$ cat src/verilog/hsecfg_pkg.sv
/*
  Package for the hot-swap enable and startup configuration block:
  channel count, strap encodings, grouping and protection modes, carriers.
  Assumes three-level straps arrive already decoded into high/low/open.
*/
`default_nettype none
package hsecfg_pkg;

  localparam int unsigned HSECFG_NCH      = 4;
  localparam int unsigned HSECFG_ADC_W    = 10;
  localparam logic [3:0]  HSECFG_EN_RST   = 4'h0;
  localparam logic [3:0]  HSECFG_ALL_ON   = 4'hf;
  // Power-up supply threshold in millivolts, handled by the analog comparator
  localparam int unsigned HSECFG_PWRUP_MV = 2700;
  // On-pin comparator threshold in millivolts
  localparam int unsigned HSECFG_ON_MV    = 600;

  typedef enum logic [1:0] {
    HSECFG_GRP_INDEP  = 2'b00,
    HSECFG_GRP_PAIRED = 2'b01,
    HSECFG_GRP_ALL    = 2'b10
  } hsecfg_grp_t;

  typedef enum logic [1:0] {
    HSECFG_PROTECTION_STRAP_PIN_ALERT_PG   = 2'b00,
    HSECFG_PROTECTION_STRAP_PIN_SHUTDOWN   = 2'b01,
    HSECFG_PROTECTION_STRAP_PIN_ALERT_ONLY = 2'b10
  } hsecfg_protection_strap_pin_t;

  typedef enum logic [1:0] {
    HSECFG_ST_WAIT_SUPPLY = 2'b00,
    HSECFG_ST_LOAD        = 2'b01,
    HSECFG_ST_RUN         = 2'b10
  } hsecfg_state_t;

  // Decoded three-level strap
  typedef struct packed {
    logic high;
    logic low;
    logic open;
  } hsecfg_tri_t;

  // Software write of enable bits
  typedef struct packed {
    logic       wr;
    logic [3:0] sw_en;
    logic [3:0] hw_en;
    logic [3:0] hw_mask;
  } hsecfg_hostwr_t;

  // Per-channel monitor sample
  typedef struct packed {
    logic       valid;
    logic [9:0] current;
    logic [9:0] voltage;
  } hsecfg_mon_t;

endpackage
`default_nettype wire

$ cat src/verilog/hsecfg_top.sv
/*
  Startup configuration and channel-enable logic of a four-channel hot-swap
  controller: strap capture, enable default, grouping, protection mode,
  host rewrite of enable bits, critical-fault response and monitor capture.
  Assumes analog comparators for supply-good and on-pins, pre-decoded
  three-level straps, a host port already on mclk, and ADC results on mclk.
*/
`default_nettype none
module hsecfg_top
  import hsecfg_pkg::*;
(
  // Clock and reset
  input  wire logic           mclk,
  input  wire logic           nrst,
  // Analog comparator results
  input  wire logic           supply_good,
  input  wire logic [3:0]     on_cmp,
  // Pre-decoded straps
  input  wire logic           enable_strap_pin,
  input  wire hsecfg_tri_t    grouping_strap,
  input  wire hsecfg_tri_t    protection_strap_pin,
  // Host writes and read-back
  input  wire hsecfg_hostwr_t host_wr,
  output logic [3:0]          software_enable_bit,
  output logic [3:0]          hardware_default_enable_bit,
  output logic [3:0]          on_status,
  // Critical fault inputs per channel
  input  wire logic [3:0]     crit_fault,
  // Monitor samples in
  input  wire hsecfg_mon_t [3:0] mon_in,
  // Channel control and status
  output logic [3:0]          gate_drive,
  output logic [3:0]          power_good_drop,
  output logic                alert_out,
  output logic                config_loaded,
  output hsecfg_grp_t         grouping_mode,
  output hsecfg_protection_strap_pin_t        protection_mode,
  output hsecfg_mon_t [3:0]   mon_out
);

  //////////////////////////////////////////////////////////////////////////
  // Synchronisers for pins

  logic [3:0]  on_s;
  logic        supply_s;
  logic        en_strap_s;
  hsecfg_tri_t grp_s;
  hsecfg_tri_t protection_strap_pin_s;

  hsecfg_sync2 #(.W(4)) u_sync_on (
    .mclk (mclk),
    .nrst (nrst),
    .d    (on_cmp),
    .q    (on_s)
  );

  // Supply-good and straps share one synchroniser: 1 + 1 + 3 + 3 bits.
  // Straps are static, so skew between their bits does not matter; the
  // one-shot capture below only reads them after the pipeline has filled.
  hsecfg_sync2 #(.W(8)) u_sync_straps (
    .mclk (mclk),
    .nrst (nrst),
    .d    ({supply_good, enable_strap_pin, grouping_strap,
            protection_strap_pin}),
    .q    ({supply_s, en_strap_s, grp_s, protection_strap_pin_s})
  );

  //////////////////////////////////////////////////////////////////////////
  // Startup sequencer

  hsecfg_state_t state_r;
  hsecfg_state_t state_nxt;
  logic          sampled_r;

  // Straps are read the first clock they are valid after release; the
  // synchroniser output is already reset-clean by then.
  always_comb begin
    state_nxt = state_r;
    unique case (state_r)
      HSECFG_ST_WAIT_SUPPLY: if (supply_s && sampled_r) begin
        state_nxt = HSECFG_ST_LOAD;
      end
      HSECFG_ST_LOAD: state_nxt = HSECFG_ST_RUN;
      HSECFG_ST_RUN: if (!supply_s) begin
        state_nxt = HSECFG_ST_WAIT_SUPPLY;
      end
      default: state_nxt = HSECFG_ST_WAIT_SUPPLY;
    endcase
  end

  always_ff @(posedge mclk) begin
    if (!nrst) begin
      state_r <= HSECFG_ST_WAIT_SUPPLY;
    end else begin
      state_r <= state_nxt;
    end
  end

  //////////////////////////////////////////////////////////////////////////
  // One-shot strap capture

  logic        sync_ready_r;
  logic [1:0]  sync_cnt_r;
  hsecfg_grp_t  grp_r;
  hsecfg_protection_strap_pin_t protection_strap_pin_r;
  logic         en_strap_r;

  // Two edges of pipeline fill before synchroniser output is trustworthy
  always_ff @(posedge mclk) begin
    if (!nrst) begin
      sync_cnt_r   <= 2'h0;
      sync_ready_r <= 1'b0;
    end else if (!sync_ready_r) begin
      sync_cnt_r   <= sync_cnt_r + 2'h1;
      sync_ready_r <= (sync_cnt_r == 2'h1);
    end
  end

  always_ff @(posedge mclk) begin
    if (!nrst) begin
      sampled_r  <= 1'b0;
      grp_r      <= HSECFG_GRP_INDEP;
      protection_strap_pin_r     <= HSECFG_PROTECTION_STRAP_PIN_ALERT_PG;
      en_strap_r <= 1'b0;
    end else if (sync_ready_r && !sampled_r) begin
      sampled_r  <= 1'b1;
      en_strap_r <= en_strap_s;
      if (grp_s.high) begin
        grp_r <= HSECFG_GRP_PAIRED;
      end else if (grp_s.low) begin
        grp_r <= HSECFG_GRP_INDEP;
      end else begin
        grp_r <= HSECFG_GRP_ALL;
      end
      if (protection_strap_pin_s.high) begin
        protection_strap_pin_r <= HSECFG_PROTECTION_STRAP_PIN_ALERT_PG;
      end else if (protection_strap_pin_s.low) begin
        protection_strap_pin_r <= HSECFG_PROTECTION_STRAP_PIN_SHUTDOWN;
      end else begin
        protection_strap_pin_r <= HSECFG_PROTECTION_STRAP_PIN_ALERT_ONLY;
      end
    end
  end
  // No other path writes grp_r or protection_strap_pin_r after capture.

  assign grouping_mode   = grp_r;
  assign protection_mode = protection_strap_pin_r;
  assign config_loaded   = (state_r == HSECFG_ST_RUN);

  //////////////////////////////////////////////////////////////////////////
  // Enable bits

  logic [3:0] sw_en_r;
  logic [3:0] hw_en_r;

  always_ff @(posedge mclk) begin
    if (!nrst) begin
      hw_en_r <= HSECFG_EN_RST;
    end else if (state_r == HSECFG_ST_LOAD) begin
      hw_en_r <= en_strap_r ? HSECFG_ALL_ON : HSECFG_EN_RST;
    end else if (state_r == HSECFG_ST_RUN && host_wr.wr) begin
      // Strap is not looked at here.
      hw_en_r <= (hw_en_r & ~host_wr.hw_mask)
               | (host_wr.hw_en & host_wr.hw_mask);
    end
  end

  always_ff @(posedge mclk) begin
    if (!nrst) begin
      sw_en_r <= HSECFG_EN_RST;
    end else if (state_r == HSECFG_ST_RUN && host_wr.wr) begin
      sw_en_r <= host_wr.sw_en;
    end
  end

  assign software_enable_bit         = sw_en_r;
  assign hardware_default_enable_bit = hw_en_r;

  //////////////////////////////////////////////////////////////////////////
  // Channel enable and grouping

  logic [3:0] on_r;
  logic [3:0] ch_ok;
  logic [3:0] grp_ok;
  logic [3:0] shut_r;

  always_ff @(posedge mclk) begin
    if (!nrst) begin
      on_r <= 4'h0;
    end else begin
      on_r <= on_s;
    end
  end
  assign on_status = on_r;

  // Software enable is 0 at startup, so this reduces to hw enable and on.
  assign ch_ok = on_r & (sw_en_r | hw_en_r);

  always_comb begin
    unique case (grp_r)
      HSECFG_GRP_PAIRED: begin
        grp_ok[0] = ch_ok[0] & ch_ok[2];
        grp_ok[2] = ch_ok[0] & ch_ok[2];
        grp_ok[1] = ch_ok[1] & ch_ok[3];
        grp_ok[3] = ch_ok[1] & ch_ok[3];
      end
      HSECFG_GRP_ALL: grp_ok = {4{&ch_ok}};
      default: grp_ok = ch_ok;
    endcase
  end

  always_ff @(posedge mclk) begin
    if (!nrst) begin
      gate_drive <= 4'h0;
    end else if (state_r != HSECFG_ST_RUN) begin
      gate_drive <= 4'h0;
    end else begin
      gate_drive <= grp_ok & ~shut_r;
    end
  end

  //////////////////////////////////////////////////////////////////////////
  // Critical fault response

  // Fault inputs are already on mclk, so one stage is enough; gating with
  // config_loaded keeps a fault seen during startup from raising alert.

  logic [3:0] fault_s;

  always_ff @(posedge mclk) begin
    if (!nrst) begin
      fault_s <= 4'h0;
    end else begin
      fault_s <= crit_fault & {4{config_loaded}};
    end
  end

  // Shutdown latches until the channel's enable condition drops, which
  // gives software a way to restart by toggling an enable bit.
  always_ff @(posedge mclk) begin
    if (!nrst) begin
      shut_r          <= 4'h0;
      power_good_drop <= 4'h0;
      alert_out       <= 1'b0;
    end else begin
      alert_out       <= |fault_s;
      power_good_drop <= (protection_strap_pin_r == HSECFG_PROTECTION_STRAP_PIN_ALERT_ONLY) ? 4'h0
                         : fault_s;
      if (protection_strap_pin_r == HSECFG_PROTECTION_STRAP_PIN_SHUTDOWN) begin
        shut_r <= (shut_r & grp_ok) | fault_s;
      end else begin
        shut_r <= 4'h0;
      end
    end
  end

  //////////////////////////////////////////////////////////////////////////
  // Monitor capture

  always_ff @(posedge mclk) begin
    if (!nrst) begin
      mon_out <= '0;
    end else begin
      for (int i = 0; i < HSECFG_NCH; i++) begin
        mon_out[i].valid <= 1'b0;
        if (mon_in[i].valid && gate_drive[i]) begin
          mon_out[i] <= mon_in[i];
        end
      end
    end
  end

endmodule
`default_nettype wire

$ cat src/verilog/hsecfg_sync2.sv
/*
  Two-flop synchroniser, vector width set by parameter.
  Assumes the destination runs on mclk with synchronous active-low reset.
*/
`default_nettype none
module hsecfg_sync2
  import hsecfg_pkg::*;
#(
  parameter int unsigned W = 1
) (
  // Clock and reset
  input  wire logic         mclk,
  input  wire logic         nrst,
  // Data
  input  wire logic [W-1:0] d,
  output logic      [W-1:0] q
);

  logic [W-1:0] meta_r;

  always_ff @(posedge mclk) begin
    if (!nrst) begin
      meta_r <= '0;
      q      <= '0;
    end else begin
      meta_r <= d;
      q      <= meta_r;
    end
  end

endmodule
`default_nettype wire

$ cat config.mk
export PLATFORM = sky130hd
export DESIGN_NAME = hsecfg_top
export DESIGN_NICKNAME = d
export VERILOG_FILES = /design/src/verilog/hsecfg_pkg.sv /design/src/verilog/hsecfg_top.sv /design/src/verilog/hsecfg_sync2.sv
export SDC_FILE = /design/constraint.sdc
export NUM_CORES = 1
export LEC_CHECK = 0
export ABC_AREA = 1
export BUFFER_PORTS_ARGS = -buffer_cell sky130_fd_sc_hd__buf_2
export CAP_MARGIN = 0
export CELL_PAD_IN_SITES_DETAIL_PLACEMENT = 1
export CELL_PAD_IN_SITES_GLOBAL_PLACEMENT = 1
export CORE_UTILIZATION = 35
export CTS_CLUSTER_DIAMETER = 200
export CTS_CLUSTER_SIZE = 40
export DETAILED_ROUTE_END_ITERATION = 6
export PLACE_DENSITY = 0.95
export RECOVER_POWER = 100
export SKIP_CTS_REPAIR_TIMING = 1
export SYNTH_ARGS = -nofsm -noshare
export SYNTH_HDL_FRONTEND = slang
export SYNTH_HIERARCHICAL = 1
export SYNTH_SLANG_ARGS = --single-unit
export TNS_END_PERCENT = 1
$ cat constraint.sdc
create_clock -name mclk -period 2.8 [get_ports mclk]
set_input_delay 0.14 -clock mclk [delete_from_list [all_inputs] [get_ports mclk]]
set_output_delay 0.14 -clock mclk [all_outputs]
set_load 0.02 [all_outputs]
==> summary.md <==
| Metric | Value |
|---|---|
| Final #Nets | between 900 and 1000 |
| Diodes inserted | 0 |
| Wirelength per Cell | 15.8 µm |
| Post-route cell area | 7100 µm² |
| Final setup TNS | 0 ps |
| First DRT Iteration DRCs | roughly 280 |
| Largest net degree at the start of global routing | 83 |
| Final GP Congestion | ~0.74 |
| H-tree depth | 4 |
| Placeable Area | 13900 µm² |
| Maxcap violations | 0 |
| Worst-Skew Late Latency | around 430 ps |
| CTS Sinks | between 100 and 150 |
| HPWL after detailed placement | roughly 11 mm |
| Root Driver | clkbuf_16 |
| Via count of the first global-routing pass | 4772 |
| Hold Crit Class | in -> reg |
| Met2 GRT Util | 0.390 |
| Area of the die | roughly 15000 µm² |
| Worst setup path class | reg -> reg |
| Mapped Area | about 5000 µm² |
| Via density | 4.68 |
| Largest reg by FF count | mon_out |
| Status | finished, violations left |
| Fillers | between 1500 and 2000 |
| Mean post-synth cell area | around 8.0 µm² |
| Period minus WS final | about 2000 ps |
| Final Hold Viols | 25 |
| Fin crit share | 0.736 |
| Worst-Margin Slew | ~1500 ps |
| FMAX | roughly 490 MHz |
| Final Max Tran Viols | 0 |
| Layout Skew | 10.7 ps |
| Critical path arrival | ~2400 ps |
| Hold Path Depth | 3 |
| Post-layout power | approximately 0.005 W |
| Failing checks | hold timing |
| Min Hold Slack | -43.8 ps |
| Routed Antenna Nets | 0 |
| Relative slew slack | 0.0225 |
| CP endpoint kind | flop |
| Setup-failing EPs final | 0 |
| CTS clk-pin slew, worst paths | 60 ps |
| Total wire length | roughly 17 mm |
| DRC viols | 0 |
| Initial Utilization | 0.358 |
| Setup crit start kind | flop |
| Drt pass-1 iters | 4 |
| Top Ports | roughly 230 |
| First-pass GRT wire length | 23.3 mm |
| Worst path required time | roughly 3100 ps |
| CTS Buf Count | 17 |
| Syn nets | between 700 and 800 |
| GRT overflow | 0 |
| DIE WIDTH | between 100 and 150 µm |
| # port buffers | around 220 |
| Synth-to-Final Area Change | 43.0% |
| Initial antenna violation count | 0 |
| Met3 Use GR | 0.0691 |
| Cells after DPL | approximately 1000 |
| Top Registers | mon_out (84), u_sync_straps/meta_r (6), u_sync_straps/q (6) |
| Layout cells sized above 1 | 0.169 |
| Pleak | a little over 3 nW |
| Fin cells | ~1100 |
| Rows | 43 |
| Syn Inst Count | around 620 |
| Placed inst area | roughly 6200 µm² |
| GRT busiest layer | met2 |
| Max reg flops | 84 |
| CTS tree | yes |
| Worst-case reg-to-reg path depth | 5 |
| Die outline height | 121 µm |
| CP Max Fanout | 22 |
| Pwr dens | roughly 700 nW/µm² |
| Yosys warns | 6 |
| Total GRT Usage | 0.211 |
| RSZ-0062 raised after global routing | false |
| Max Buffers Root-to-Sink | 2 |
| Detailed-route via count | approximately 5000 |
| Peak VDD IR | between 0.4 and 0.5 mV |
| Met1 Use GR | 0.209 |
routing by layer:
metal | share of wire | vias up | wire length (µm)
li1 | - | 2455 | -
met3 | 0.057 | 36 | 964
met2 | 0.54 | 156 | 9160
met5 | 0 | - | 0
met1 | 0.37 | 2362 | 6330
met4 | 0.027 | 0 | 465
power by group:
| group | switching, W | leakage, nW | internal [W] | total, W |
|---|---|---|---|---|
| sequential | 0.0000333 | 1.17 | 0.00210 | 0.00214 |
| combinational | 0.000230 | 1.59 | 0.000178 | 0.000409 |
| clock | 0.000858 | 0.311 | 0.00160 | 0.00246 |
| total | 0.00112 | 3.06 | 0.00388 | 0.00500 |
final cells by class:
class,instances,area [µm²],share of cell area
clock buffer,21,450,0.0635
sequential,144,2880,0.406
tap,180,225,0.0317
clock inverter,11,186,0.0263
timing repair buffer,272,1450,0.205
inverter,56,210,0.0296
multi-input combinational,387,1690,0.238
metrics by stage:
step            util  hold slack, ps  setup WS [ps]
6_report       0.511           -43.8            741
4_1_cts        0.492            -131           1280
2_1_floorplan      -             232           1470
3_3_place_gp   0.446             324           1380
3_5_place_dp   0.446             327           1330
5_1_grt        0.511           0.208            591
cell usage in the layout (no fill, tap or decap):
cell,instances
clkbuf_8,1
clkinv_2,4
nand3b_1,1
clkbuf_1,115
nand4_1,5
clkbuf_2,1
nand3_1,12
clkinv_4,1
inv_1,56
ha_1,3
nor2_1,199
a41oi_1,1
a21oi_1,11
nor3_1,4
o21ai_0,89
buf_2,111
dlygate4sd3_1,45
bufinv_16,5
buf_4,3
nand2_1,47
a31oi_1,4
nand3_2,1
clkbuf_16,17
xor2_1,1
nor2_2,1
nand2_2,4
clkinvlp_4,1
o21ai_2,1
dfxtp_1,144
o21ai_1,3
worst paths after layout:
path,slack (ps),startpoint,endpoint
worst min register to register,410,u_sync_on/q[1],on_status[1]
worst max-delay path,740,gate_drive[3],mon_out[64]
worst min-delay path,-40,host_wr[9],software_enable_bit[1]
worst max register to register,740,gate_drive[3],mon_out[64]
critical path, stage by stage, from the launching register on:
cell and delay (ps):
dfxtp_1 340, nand2_1 70, clkbuf_1 630, inv_1 550, nor2_1 250, nor2_1 100
Note: power is estimated with default switching activity, not from simulation.
